### src/shared/bbfc_map.svh
// bbfc_map.svh: encodings, field positions and reset values of the
// branch / breakpoint / fp-compare executor.
// assumes: included by the package user files only, definitions only.
`ifndef BBFC_MAP_SVH
`define BBFC_MAP_SVH
`define BBFC_OP_SPECIAL 6'h00
`define BBFC_OP_BNEQ 6'h05
`define BBFC_OP_BNEQ_LIKELY 6'h15
`define BBFC_OP_FPGRP 6'h11
`define BBFC_FN_BREAKPT 6'h0D
`define BBFC_FMT_SGL 5'h10
`define BBFC_FMT_DBL 5'h11
`define BBFC_FMT_PAIR 5'h16
`define BBFC_CMP_FN_HI 2'h3
`define BBFC_OPC_LSB 26
`define BBFC_SRC1_LSB 21
`define BBFC_SRC2_LSB 16
`define BBFC_FS_LSB 11
`define BBFC_CC_LSB 8
`define BBFC_FN_LSB 0
`define BBFC_CC_RST 8'h00
`define BBFC_PC_RST 32'h00000000
`endif

### src/shared/bbfc_pkg.sv
// bbfc_pkg.sv: types shared by the executor and its comparator.
// assumes: nothing beyond a SystemVerilog compiler.
package bbfc_pkg;
	typedef struct packed
	{
		logic less;
		logic equal;
		logic unord;
		logic invalid;
	} bbfc_rel_s;
	typedef enum logic [1:0]
	{
		BBFC_KIND_NONE,
		BBFC_KIND_BRANCH,
		BBFC_KIND_BREAK,
		BBFC_KIND_CMP
	} bbfc_kind_e;
	typedef struct packed
	{
		logic [31:0] target;
		logic taken;
		logic nullify;
	} bbfc_redir_s;
endpackage

### src/logic/bbfc_fcmp.sv
// bbfc_fcmp.sv: exact ieee compare of two values of one width.
// assumes: combinational; caller picks the width per format.
`timescale 1ns/100ps
module bbfc_fcmp #(
	parameter int EW = 8,
	parameter int MW = 23
)(
	input wire logic [EW+MW:0] i_a,
	input wire logic [EW+MW:0] i_b,
	input wire logic i_sig_quiet,
	output bbfc_pkg::bbfc_rel_s o_rel
);
	logic a_nan, b_nan, a_snan, b_snan, a_zero, b_zero, mag_lt, mag_eq;

	// --------------------------------------------------------------
	// classify operands
	// --------------------------------------------------------------
	assign a_nan = (&i_a[EW+MW-1:MW]) && (|i_a[MW-1:0]);
	assign b_nan = (&i_b[EW+MW-1:MW]) && (|i_b[MW-1:0]);
	assign a_snan = a_nan && !i_a[MW-1];
	assign b_snan = b_nan && !i_b[MW-1];
	assign a_zero = ~|i_a[EW+MW-1:0];
	assign b_zero = ~|i_b[EW+MW-1:0];
	assign mag_lt = i_a[EW+MW-1:0] < i_b[EW+MW-1:0];
	assign mag_eq = i_a[EW+MW-1:0] == i_b[EW+MW-1:0];

	// at most one relation holds, none when greater; nan forces unordered
	always_comb
	begin
		o_rel.unord = a_nan || b_nan;
		o_rel.equal = 1'b0;
		o_rel.less = 1'b0;
		// snan always signals, qnan only when asked
		o_rel.invalid = a_snan || b_snan ||
			(i_sig_quiet && o_rel.unord);
		if (!o_rel.unord)
		begin
			if (a_zero && b_zero)
				o_rel.equal = 1'b1;
			else if (i_a[EW+MW] != i_b[EW+MW])
				o_rel.less = i_a[EW+MW];
			else
			begin
				o_rel.equal = mag_eq;
				// negative values order by reversed magnitude
				o_rel.less = i_a[EW+MW] ? (!mag_lt && !mag_eq) : mag_lt;
			end
		end
	end
endmodule

### src/logic/bbfc_exec.sv
// bbfc_exec.sv: executes not-equal branches, breakpoint and fp compare.
// assumes: register operands arrive with the instruction in one cycle;
// the pipeline around acts on the one-cycle pulses this block gives.
`timescale 1ns/100ps
`include "bbfc_map.svh"
module bbfc_exec #(
	parameter int CC_N = 8
)(
	input wire logic i_mclk,
	input wire logic i_sys_rst,
	input wire logic i_valid,
	input wire logic [31:0] i_instr,
	input wire logic [31:0] i_pc,
	input wire logic [31:0] i_src1_val,
	input wire logic [31:0] i_src2_val,
	input wire logic [63:0] i_fp_src1_val,
	input wire logic [63:0] i_fp_src2_val,
	input wire logic i_inv_enable,
	output logic [4:0] o_src1_sel,
	output logic [4:0] o_src2_sel,
	output bbfc_pkg::bbfc_redir_s o_redir,
	output logic o_redir_valid,
	output logic o_break_trap,
	output logic o_inv_trap,
	output logic o_inv_flag_set,
	output logic [CC_N-1:0] o_cond_codes,
	output bbfc_pkg::bbfc_kind_e o_kind
);
	logic [5:0] opc;
	logic [5:0] fn;
	logic [4:0] fmt;
	logic [2:0] cc_sel;
	logic [3:0] cond;
	logic is_bne, is_branch_not_equal_likely, is_brk, is_cmp;
	logic unequal;
	logic [31:0] slot_pc, offs, tgt;
	bbfc_pkg::bbfc_rel_s rel_s, rel_d, rel_hi;
	logic res_lo, res_hi, inv_any;
	bbfc_pkg::bbfc_kind_e kind_next;

	// ------------------------------------------------------------
	// field extraction and decode
	// ------------------------------------------------------------
	// shared relation-to-result equation for both paired halves
	function automatic logic cmp_result(input logic [3:0] c,
		input bbfc_pkg::bbfc_rel_s r);
		cmp_result = (c[2] & r.less) | (c[1] & r.equal) |
			(c[0] & r.unord);
	endfunction

	assign opc = i_instr[31:`BBFC_OPC_LSB];
	assign fn = i_instr[`BBFC_FN_LSB+5:`BBFC_FN_LSB];
	assign fmt = i_instr[25:`BBFC_SRC1_LSB];
	assign cc_sel = i_instr[`BBFC_CC_LSB+2:`BBFC_CC_LSB];
	assign cond = i_instr[3:0];
	// the 20-bit code field is deliberately never looked at
	assign is_brk = i_valid && opc == `BBFC_OP_SPECIAL &&
		fn == `BBFC_FN_BREAKPT;
	assign is_bne = i_valid && opc == `BBFC_OP_BNEQ;
	assign is_branch_not_equal_likely = i_valid && opc == `BBFC_OP_BNEQ_LIKELY;
	assign is_cmp = i_valid && opc == `BBFC_OP_FPGRP &&
		fn[5:4] == `BBFC_CMP_FN_HI &&
		(fmt == `BBFC_FMT_SGL || fmt == `BBFC_FMT_DBL ||
		fmt == `BBFC_FMT_PAIR);

	// ------------------------------------------------------------
	// branch target and condition
	// ------------------------------------------------------------
	// register selects route to the general file, combinational reads
	assign o_src1_sel = i_instr[25:`BBFC_SRC1_LSB];
	assign o_src2_sel = i_instr[20:`BBFC_SRC2_LSB];
	assign unequal = i_src1_val != i_src2_val;
	assign slot_pc = i_pc + 32'h00000004;
	assign offs = {{14{i_instr[15]}}, i_instr[15:0], 2'h0};
	assign tgt = slot_pc + offs;

	// ------------------------------------------------------------
	// fp comparators: one single, one double, one for upper half
	// ------------------------------------------------------------
	bbfc_fcmp #(.EW(8), .MW(23)) u_cmp_s (
		.i_a(i_fp_src1_val[31:0]),
		.i_b(i_fp_src2_val[31:0]),
		.i_sig_quiet(cond[3]),
		.o_rel(rel_s)
	);
	bbfc_fcmp #(.EW(11), .MW(52)) u_cmp_d (
		.i_a(i_fp_src1_val),
		.i_b(i_fp_src2_val),
		.i_sig_quiet(cond[3]),
		.o_rel(rel_d)
	);
	bbfc_fcmp #(.EW(8), .MW(23)) u_cmp_hi (
		.i_a(i_fp_src1_val[63:32]),
		.i_b(i_fp_src2_val[63:32]),
		.i_sig_quiet(cond[3]),
		.o_rel(rel_hi)
	);

	// pick per format; paired halves OR their invalid events
	always_comb
	begin
		res_hi = cmp_result(cond, rel_hi);
		if (fmt == `BBFC_FMT_DBL)
		begin
			res_lo = cmp_result(cond, rel_d);
			inv_any = rel_d.invalid;
		end
		else if (fmt == `BBFC_FMT_PAIR)
		begin
			res_lo = cmp_result(cond, rel_s);
			inv_any = rel_s.invalid | rel_hi.invalid;
		end
		else
		begin
			res_lo = cmp_result(cond, rel_s);
			inv_any = rel_s.invalid;
		end
	end

	always_comb
	begin
		if (is_brk)
			kind_next = bbfc_pkg::BBFC_KIND_BREAK;
		else if (is_bne || is_branch_not_equal_likely)
			kind_next = bbfc_pkg::BBFC_KIND_BRANCH;
		else if (is_cmp)
			kind_next = bbfc_pkg::BBFC_KIND_CMP;
		else
			kind_next = bbfc_pkg::BBFC_KIND_NONE;
	end

	// ------------------------------------------------------------
	// registered outputs
	// ------------------------------------------------------------
	// redirect is posted for the slot; slot itself already fetched
	always_ff @(posedge i_mclk or posedge i_sys_rst)
	begin
		if (i_sys_rst)
		begin
			o_redir <= '0;
			o_redir_valid <= 1'b0;
		end
		else
		begin
			o_redir_valid <= is_bne || is_branch_not_equal_likely;
			o_redir.target <= tgt;
			o_redir.taken <= (is_bne || is_branch_not_equal_likely) && unequal;
			// only likely form drops the slot when falling through
			o_redir.nullify <= is_branch_not_equal_likely && !unequal;
		end
	end

	// breakpoint traps in the cycle after decode, unconditionally
	always_ff @(posedge i_mclk or posedge i_sys_rst)
	begin
		if (i_sys_rst)
			o_break_trap <= 1'b0;
		else
			o_break_trap <= is_brk;
	end

	// invalid flag pulse always; trap only when enabled
	always_ff @(posedge i_mclk or posedge i_sys_rst)
	begin
		if (i_sys_rst)
		begin
			o_inv_flag_set <= 1'b0;
			o_inv_trap <= 1'b0;
		end
		else
		begin
			o_inv_flag_set <= is_cmp && inv_any;
			o_inv_trap <= is_cmp && inv_any && i_inv_enable;
		end
	end

	// condition codes update at the edge, so the next one sees it
	always_ff @(posedge i_mclk or posedge i_sys_rst)
	begin
		if (i_sys_rst)
			o_cond_codes <= CC_N'(`BBFC_CC_RST);
		else if (is_cmp && !(inv_any && i_inv_enable))
		begin
			o_cond_codes[cc_sel] <= res_lo;
			// odd cc with paired format gets only the upper half result; the lower one is lost
			if (fmt == `BBFC_FMT_PAIR)
				o_cond_codes[cc_sel | 3'h1] <= res_hi;
		end
	end

	always_ff @(posedge i_mclk or posedge i_sys_rst)
	begin
		if (i_sys_rst)
			o_kind <= bbfc_pkg::BBFC_KIND_NONE;
		else
			o_kind <= kind_next;
	end
endmodule

### config.mk
export PLATFORM = sky130hd
export DESIGN_NAME = bbfc_exec
export DESIGN_NICKNAME = d
export VERILOG_FILES = /design/src/shared/bbfc_pkg.sv /design/src/logic/bbfc_fcmp.sv /design/src/logic/bbfc_exec.sv
export VERILOG_INCLUDE_DIRS = /design/src /design/src/shared
export SDC_FILE = /design/constraint.sdc
export NUM_CORES = 1
export LEC_CHECK = 0
export BUFFER_PORTS_ARGS = -buffer_cell sky130_fd_sc_hd__buf_2
export CAP_MARGIN = 10
export CORE_MARGIN = 1.5
export CORE_UTILIZATION = 35
export CTS_CLUSTER_DIAMETER = 150
export CTS_CLUSTER_SIZE = 24
export DETAILED_ROUTE_END_ITERATION = 6
export GPL_TIMING_DRIVEN = 0
export SLEW_MARGIN = 40
export SYNTH_ARGS = -nofsm -noshare
export SYNTH_HDL_FRONTEND = slang
export SYNTH_SLANG_ARGS = --single-unit
### constraint.sdc
create_clock -name i_mclk -period 1.92 [get_ports i_mclk]
set_clock_uncertainty 0.05 [all_clocks]
set_input_delay 0.096 -clock i_mclk [delete_from_list [all_inputs] [get_ports i_mclk]]
set_output_delay 0.096 -clock i_mclk [all_outputs]
set_load 0.05 [all_outputs]
==> impl_metrics.yaml, run 1 <==
setup_path:
  crit_arrival_ns: 2.65
  startpoint_type: "primary input"
  max_stage_delay_ns: 0.37
  path_cells: "buf_6 > ha_4 > ha_4 > fa_2 > a211oi_2 > nor2_2 > o211ai_1 > a41oi_2 > a221o_1 > buf_6 > a21o_1 > a21oi_2 > xnor2_1"
  path_max_fanout: 3
  crit_type: "primary input to register"
  crit_path_end_kind: "register"
  critPathSlowestCell: "a221o_1"
  crit_required_ns: 2.09
die:
  die_area_um2: 18200
  die_h_um: 135
  core_um2: 17200
  initial_core_util_pct: 35.5
  die_w_um: 135
  io_pins: 318
  num_rows: 48
cells_and_area:
  final_layout_size_suffix_gt1_share_pct: 50.3
  area_delta_synth_final_pct: 65.1
  final_area_um2: 10100
  nFillCells: 1571
  multi_input_area_um2: 5760
  ff_latch_area_um2: 1200
  nets: 1480
  diodes: 0
synth:
  synth.distinct_cells: 64
  syn-instance-count: 719
  netlist_area_um2: 6100
  netlist_top_cells_area: "ha_1 (25%), dfrtp_1 (20%), xor2_1 (6.2%)"
  synth_top_area_cell: "ha_1"
  ys.flop_type: "dfrtp_1"
  synth_most_common_cell: "ha_1"
  synth_nets: 1101
  yosys_warnings: 0
  synth_top_area_share_pct: 24.8
  ys_async_sr_fraction_pct: 100
  syn_area_per_cell_um2: 8.49
  synthTopCellsByCount: "ha_1 (121), inv_1 (82), dfrtp_1 (48)"
  ys_ff_latch: 48
  seq_area_frac_synth_pct: 19.7
  synth-edff-count: 0
global_routing:
  grt_pass1_vias: 6666
  grt_overflow: 0
  grt_pass1_wl_um: 33000
  grt.total_usage_pct: 22.8
  antenna_found_initial: 0
  grt_start_max_net_pins: 37
timing:
  timing.final.crit_share_pct: 129
  finalHoldWorstSlack_ns: 0.0493
  timing_hold_violations_final: 0
  fin_crit_ns: 2.48
  rsz0062_at_grt: "true"
  fmax_mhz: 404
  maxSlewHeadroom_pct: 59.5
  setup_ws_ns: -0.557
  worst_pin_slew_ns: 0.607
  drv_slew: 0
  tns_ns: -8.74
  setup_viol: 25
power_and_ir_drop:
  p_leak_uw: 0.00490
  irDropWorstVdd_uv: 471
  power_density_nw_per_um2: 508
  finalPower_uw: 5120
status:
  outcome: "finished with violations"
  violations: "negative setup slack"
cts:
  cts_tree: "yes"
  cts_sinks: 48
  clk_latency_ns: 0.29
  cts_buffers: 5
  htree_levels: 2
  clockBufferDepth: 2
  root_buffer: "clkbuf_16"
  clk_pin_slew_worst_paths_ns: 0.07
place:
  placed_area_um2: 8440
  place_ws_ns: -1.15
  io_buffers: 312
  place_congestion: 0.858
  dpl.hpwl_um: 17600
detailed_routing:
  drcViolationCount: 0
  drtIter0Drc: 191
  wire_per_inst_um: 16.2
  antenna_left: 0
  vias_per_cell: 5.17
  via_count: 6838
  drtPass1Iterations: 5
  routed_wirelength_um: 21500
run:
  max_cap_violations: 0
hold_path:
  hold_path.class: "primary input to register"
==> flip-flops by register name, summed over array words and instances (netlist names), named ones only <==
| signal | count |
|---|---|
| o_break_trap | 1 |
| o_cond_codes | 4 |
| o_inv_flag_set | 1 |
| o_inv_trap | 1 |
| o_kind | 2 |
| o_redir | 34 |
| o_redir_valid | 1 |
==> worst max-delay path: cells and delay by family <==
kind                     cells  cell delay [ns]
AND/OR/NAND/NOR              1             0.07
adder cells (fa/ha/maj)      3             0.74
buffers and inverters        2             0.23
XOR/XNOR                     1             0.12
AO/OA/AOI/OAI                6             1.39
==> cells by family (layout without fill, tap and decap cells) <==
kind of cell	Yosys count	after routing	synth area share, %
buffers and inverters	95	474	6.46
muxes	1	1	0.164
AOI/OAI and AO/OA	161	161	18.3
and+or+nand+nor	233	233	21.8
DFF	48	48	19.7
xor gates and xnor gates	59	59	8.46
adders and majority gates	122	122	25.1
==> through the flow <==
stage | instances | utilization (%)
final | 1323 | 58.7
after global routing | 1323 | 58.7
after CTS | 1311 | 56.7
after detailed placement | 1257 | 49.1
after global placement | 1256 | 49.0
after floorplan | 719 | -
==> repair_timing <==
item                                    4_1_cts  5_1_grt
pin swaps                                    65       48
hold buffers                                  3        0
endpoints found under the hold margin        50        0
resized for setup                           140       51
endpoints found under the setup margin       27       27
buffers inserted                             44       15
gates cloned                                  0        0
==> report_power, final <==
part | total [uW] | switching (uW) | internal, uW
Combinational | 3020 | 1800 | 1220
Sequential | 1220 | 41.7 | 1180
Clock | 873 | 399 | 474
Total | 5120 | 2240 | 2880
==> placed cells by master (no fill, tap or decap), types with 20 or more instances in the layout <==
cell type and count:
buf_6 26, dfrtp_1 48, xor2_1 42, ha_4 49, a21oi_1 35, nor4_1 20
buf_4 62, ha_1 72, nor2_1 34, nand4_1 34, a21o_1 24, inv_1 66
nand2_1 32, buf_2 284, o21ai_0 20
==> path summary, 6_finish.rpt <==
kind,from,end,slack (ns),cells after the start
max,i_pc[3],o_redir[29],-0.56,13
min,i_instr[30],o_redir[0],0.05,2
max reg2reg,o_cond_codes[3],o_cond_codes[3],1.13,2
min reg2reg,o_cond_codes[5],o_cond_codes[5],0.45,1
max in group asynchronous,i_sys_rst,o_redir[5],1.18,4
min in group asynchronous,i_sys_rst,o_redir[30],0.21,3
==> layer usage <==
metal / routed length [um] / vias up / GRT usage (%)
met1: 9580 / 3165 / 29.6
li1: - / 3421 / -
met5: 0 / - / 0
met4: 343 / 0 / 4.60
met2: 10300 / 227 / 39.7
met3: 1200 / 25 / 3.94
==> area by class of cell <==
class / instances / area share (%)
sequential: 48 / 11.9
clock inverter: 2 / 0.124
timing repair buffer: 372 / 22.4
buffer: 13 / 1.05
inverter: 82 / 3.40
clock buffer: 5 / 1.24
tap: 225 / 2.79
multi-input combinational: 576 / 57.1
No activity file was read; power rests on OpenSTA's default activity.
==> inputs of run 2 (changes only) <==
--- a/config.mk
+++ b/config.mk
@@ -18,3 +18,4 @@
 export SYNTH_ARGS = -nofsm -noshare
 export SYNTH_HDL_FRONTEND = slang
 export SYNTH_SLANG_ARGS = --single-unit
+export TNS_END_PERCENT = 1
==> run 2 against run 1 <==
  * The run still ends with negative setup slack left
  * Power down 6.3%
  * Sequential share of layout area increased by 1.3 points
  * Utilization shrank 5.9 points
  * First-iteration DRC count rose by 1.0%
  * Clock power shrank 0.6%
  * Setup slack gained 0.0091 ns
  * Wire length decreased by 3.1%
  * Count of clock-buffer cells in the layout stayed put
  * Sequential cell count is the same
  * Critical path depth down 1
  * Fmax up 0.37%
  * Largest cell class unchanged
  * Largest power group unchanged
==> impl_metrics.yaml, run 2 (synthesized netlist as in run 1, its figures left out) <==
status:
  outcome: "finished with violations"
  violations: "negative setup slack"
cells_and_area:
  final_area_um2: 9070
  final_cell_mix: "buf_2 (304), ha_1 (92), inv_1 (74)"
  post-route-util_pct: 52.8
  stdcell_count: 1292
  largest_reg_flops: 34
  area_delta_synth_final_pct: 48.6
  nets: 1449
  final_common_cell: "buf_2"
  regMostFlops: "o_redir"
  diodes: 0
  largest_registers: "o_redir: 34 flops, o_cond_codes: 4 flops, o_kind: 2 flops"
  final_layout_size_suffix_gt1_share_pct: 43.5
timing:
  finalHoldWorstSlack_ns: 0.0713
  maxSlewHeadroom_pct: 64.4
  timing.final.crit_share_pct: 129
  rsz0062_at_grt: "true"
  worst_pin_slew_ns: 0.533
  setup_viol: 23
  fin_crit_ns: 2.47
  drv_slew: 0
  timing_hold_violations_final: 0
  setup_ws_ns: -0.548
  fmax_mhz: 405
hold_path:
  holdPathStages: 3
  hold_start: "i_pc[31]"
  hold_path.class: "primary input to register"
  worstHoldEndpoint: "o_redir[33]"
global_routing:
  grt_pass1_wl_um: 31400
  grt.total_usage_pct: 21.7
  grt_overflow: 0
  grt_pass1_vias: 6416
  grt_start_max_net_pins: 33
  antenna_found_initial: 0
die:
  die_w_um: 135
  die_area_um2: 18200
  core_um2: 17200
  die_h_um: 135
  num_rows: 48
  initial_core_util_pct: 35.5
  io_pins: 318
detailed_routing:
  routed_wirelength_um: 20800
  vias_per_cell: 5.17
  drtPass1Iterations: 4
  antenna_left: 0
  drtIter0Drc: 193
  via_count: 6685
  drcViolationCount: 0
  wire_per_inst_um: 16.1
setup_path:
  crit_type: "primary input to register"
  crit_path_end_kind: "register"
  crit_required_ns: 2.02
  r2r_slack_ns: 1.14
  path_max_fanout: 4
  startpoint_type: "primary input"
  worstRegToRegCells: 2
  max_stage_delay_ns: 0.36
  crit_arrival_ns: 2.57
  critPathSlowestCell: "nor4_2"
  path_cells: "buf_2 > nor4_2 > nand4_1 > buf_4 > nor4_4 > o22ai_4 > a2111oi_4 > buf_4 > o31ai_2 > or3_4 > o21ai_2 > o31ai_2"
  r2r_start: "o_cond_codes[1]"
  r2r_end: "o_cond_codes[1]"
cts:
  clockBufferDepth: 2
  htree_levels: 2
  cts_tree: "yes"
  cts_buffers: 5
  clk_pin_slew_worst_paths_ns: 0.07
  root_buffer: "clkbuf_16"
  clk_latency_ns: 0.29
  cts_sinks: 48
power_and_ir_drop:
  p_leak_uw: 0.00461
  irDropWorstVdd_uv: 434
  finalPower_uw: 4790
  power_density_nw_per_um2: 528
place:
  dpl.hpwl_um: 17500
  place_congestion: 0.917
  io_buffers: 312
  placed_area_um2: 8130
  dp_cells: 1257
run:
  max_cap_violations: 0
==> run 2: cell count changes in the layout (fill, tap and decap cells not counted), sizes merged <==
cell	previous run	this run
buf	379	348
==> run 2: per-layer routing <==
layer / wire length, um / track usage (%)
met1: 8890 / 27.4
met4: 590 / 6.09
met3: 1340 / 3.30
met5: 0 / 0
met2: 9970 / 38.5
==> run 2: area by class of cell <==
cell class / instances / area (um^2)
inverters: 82 / 315
flip-flops and latches: 48 / 1200
well taps: 225 / 282
multi-input cells: 576 / 5190
fillers: 1661 / 8110
repair buffers: 341 / 1840
plain buffers: 13 / 106
clock inverters: 2 / 12.5
clock buffers: 5 / 125
==> run 2: critical path, delay by kind of cell <==
family	cells	cell delay (ns)
compound gates	5	0.77
buf+inv	3	0.47
simple gates	4	1.22
==> run 2: worst max-delay path by stage <==
stage                           start     endpoint  slack, ns  cells past startpoint
floorplan                  i_instr[1]  o_redir[33]      -0.52                     12
global placement           i_instr[3]  o_redir[32]      -1.07                     11
detailed placement         i_instr[3]  o_redir[32]      -1.09                     11
CTS                           i_pc[3]  o_redir[33]      -0.56                     13
global route        i_fp_src2_val[16]     register      -0.69                     12
finish              i_fp_src2_val[12]     register      -0.55                     12
==> run 2: power by group <==
group	internal (uW)	switching, uW	leakage [uW]
combinational	1010	1680	0.00395
sequential	1180	47.6	0.000595
clock	474	394	0.0000657
==> run 2: timing repair <==
action | 4_1_cts | 5_1_grt
buffers inserted | 12 | 13
endpoints found under the setup margin | 26 | 27
pin swaps | 35 | 31
hold buffers | 3 | 0
hold endpoints to repair | 50 | 0
resized for setup | 43 | 59
==> run 2: metrics by stage <==
stage	setup slack, ns	TNS [ns]
floorplan	-0.523	-9.06
global placement	-1.07	-29.26
detailed placement	-1.09	-22.89
CTS	-0.560	-9.29
global route	-0.687	-11.06
finish	-0.548	-8.53
==> inputs of run 3 (changes only) <==
--- a/config.mk
+++ b/config.mk
@@ -14,6 +14,7 @@
 export CTS_CLUSTER_SIZE = 24
 export DETAILED_ROUTE_END_ITERATION = 6
 export GPL_TIMING_DRIVEN = 0
+export SETUP_SLACK_MARGIN = 0.15
 export SLEW_MARGIN = 40
 export SYNTH_ARGS = -nofsm -noshare
 export SYNTH_HDL_FRONTEND = slang
==> run 3 against run 2 <==
  * Fmax is essentially flat
  * Largest power group unchanged
  * Highest routed layer unchanged
  * Design area grew 0.46%
  * The flow still finishes with violations (negative setup slack)
  * Power rose by 0.35%
==> impl_metrics.yaml, run 3 (synthesized netlist as in run 1, its figures left out) <==
timing:
  timing_hold_violations_final: 0
  fmax_mhz: 405
  maxSlewHeadroom_pct: 64.4
  worst_pin_slew_ns: 0.533
  setup_viol: 22
  fin_crit_ns: 2.47
  timing.final.crit_share_pct: 128
  rsz0062_at_grt: "true"
  setup_ws_ns: -0.547
  drv_slew: 0
cts:
  cts_tree: "yes"
  clk_latency_ns: 0.29
  cts_buffers: 5
  htree_levels: 2
  clk_pin_slew_worst_paths_ns: 0.07
  cts_sinks: 48
  root_buffer: "clkbuf_16"
  clockBufferDepth: 2
power_and_ir_drop:
  p_int_uw: 2680
  swShare_pct: 44.2
  power_frac_comb_pct: 56.4
  p_seq_share_pct: 25.6
  power.clock.fraction_pct: 18.0
  power_density_nw_per_um2: 528
  p_sw_uw: 2130
  irDropWorstVdd_uv: 434
  p_leak_uw: 0.00461
  finalPower_uw: 4810
status:
  violations: "negative setup slack"
  outcome: "finished with violations"
global_routing:
  grt_start_max_net_pins: 33
  antenna_found_initial: 0
  grt_pass1_vias: 6416
  grt.total_usage_pct: 21.7
  grt_overflow: 0
  grt_pass1_wl_um: 31400
detailed_routing:
  wire_per_inst_um: 16.2
  antenna_left: 0
  drcViolationCount: 0
  via_count: 6706
  routed_wirelength_um: 20900
  drtIter0Drc: 223
  vias_per_cell: 5.19
  drtPass1Iterations: 4
cells_and_area:
  largest_reg_flops: 34
  area_delta_synth_final_pct: 49.3
  regMostFlops: "o_redir"
  largest_registers: "o_redir: 34 flops, o_cond_codes: 4 flops, o_kind: 2 flops"
  final_cell_mix: "buf_2 (304), ha_1 (90), inv_1 (74)"
  nets: 1449
  diodes: 0
  final_layout_size_suffix_gt1_share_pct: 43.8
  final_common_cell: "buf_2"
setup_path:
  path_max_fanout: 4
  startpoint_type: "primary input"
  worstRegToRegCells: 2
  crit_required_ns: 2.02
  crit_type: "primary input to register"
  crit_arrival_ns: 2.57
  r2r_end: "o_cond_codes[1]"
  r2r_start: "o_cond_codes[1]"
  r2r_slack_ns: 1.14
  crit_path_end_kind: "register"
  startpoint: "i_fp_src2_val[12]"
die:
  die_w_um: 135
  initial_core_util_pct: 35.5
  io_pins: 318
  die_h_um: 135
  core_um2: 17200
  num_rows: 48
  die_area_um2: 18200
place:
  place_ws_ns: -1.09
  place_congestion: 0.917
  dpl.hpwl_um: 17500
  io_buffers: 312
run:
  max_cap_violations: 0
hold_path:
  hold_path.class: "primary input to register"
-- run 3: cell types whose count changed in the layout (fill, tap and decap cells not counted) --
cell	previous run	this run
buf_4	38	37
buf_6	4	5
ha_1	92	90
ha_2	2	1
ha_4	27	30
nor2_1	35	34
nor2_2	4	5
-- run 3: worst min-delay path by stage --
| stage | startpoint | to | slack, ns | depth (start not counted) |
|---|---|---|---|---|
| finish | i_pc[31] | o_redir[33] | 0.07 | 3 |
| floorplan | i_pc[0] | o_redir[2] | 0.08 | 0 |
| detailed placement | i_sys_rst | o_redir[27] | -0.0003 | 2 |
| global placement | i_pc[1] | o_redir[3] | 0.15 | 1 |
| CTS | i_pc[31] | o_redir[33] | 0.07 | 3 |
| global route | i_pc[31] | o_redir[33] | 0.08 | 3 |
-- run 3: routing by layer --
metal | routed length (um) | GRT usage [%]
met5 | 0 | 0
met3 | 1450 | 3.30
met1 | 8820 | 27.4
met4 | 585 | 6.09
met2 | 10000 | 38.5
-- run 3: what timing repair did --
action / in CTS / in global routing
setup endpoints to repair: 31 / 31
setup buffers: 12 / 13
pin swaps: 35 / 37
hold buffers: 3 / 0
endpoints found under the hold margin: 50 / 0
resized for setup: 43 / 64
-- run 3: cell type report --
type / count / area (um^2)
inverter: 82 / 315
fill: 1654 / 8070
clock buffer: 5 / 125
timing repair buffer: 341 / 1850
tap: 225 / 282
buffer: 13 / 106
sequential: 48 / 1200
multi-input combinational: 576 / 5220
clock inverter: 2 / 12.5
-- run 3: worst max-delay path: stages --
cell and delay [ns]:
buf_2 0.12, nor4_2 0.36, nand4_1 0.14, buf_4 0.18, nor4_4 0.36, o22ai_4 0.14, a2111oi_4 0.36, buf_4 0.17
o31ai_2 0.06, or3_4 0.36, o21ai_2 0.13, o31ai_2 0.08
-- run 3: power groups by stage --
stage	registers (uW)	clock network, uW	logic, uW
2_1_floorplan	1880	0	1020
3_3_place_gp	1250	0	2440
3_5_place_dp	1250	0	2460
4_1_cts	1230	900	2620
5_1_grt	1250	949	2940
6_report	1230	867	2710
-- run 3: per-stage QoR --
stage	instances	hold WS, ns	TNS (ns)	utilization, %	instance area, um^2
floorplan	719	0.0774	-9.06	-	6270
global placement	1256	0.154	-29.26	47.2	8110
detailed placement	1257	-0.000336	-22.89	47.4	8130
CTS	1279	0.0696	-9.29	50.5	8670
global route	1292	0.0833	-11.01	53.0	9110
finish	1292	0.0711	-8.39	53.0	9110
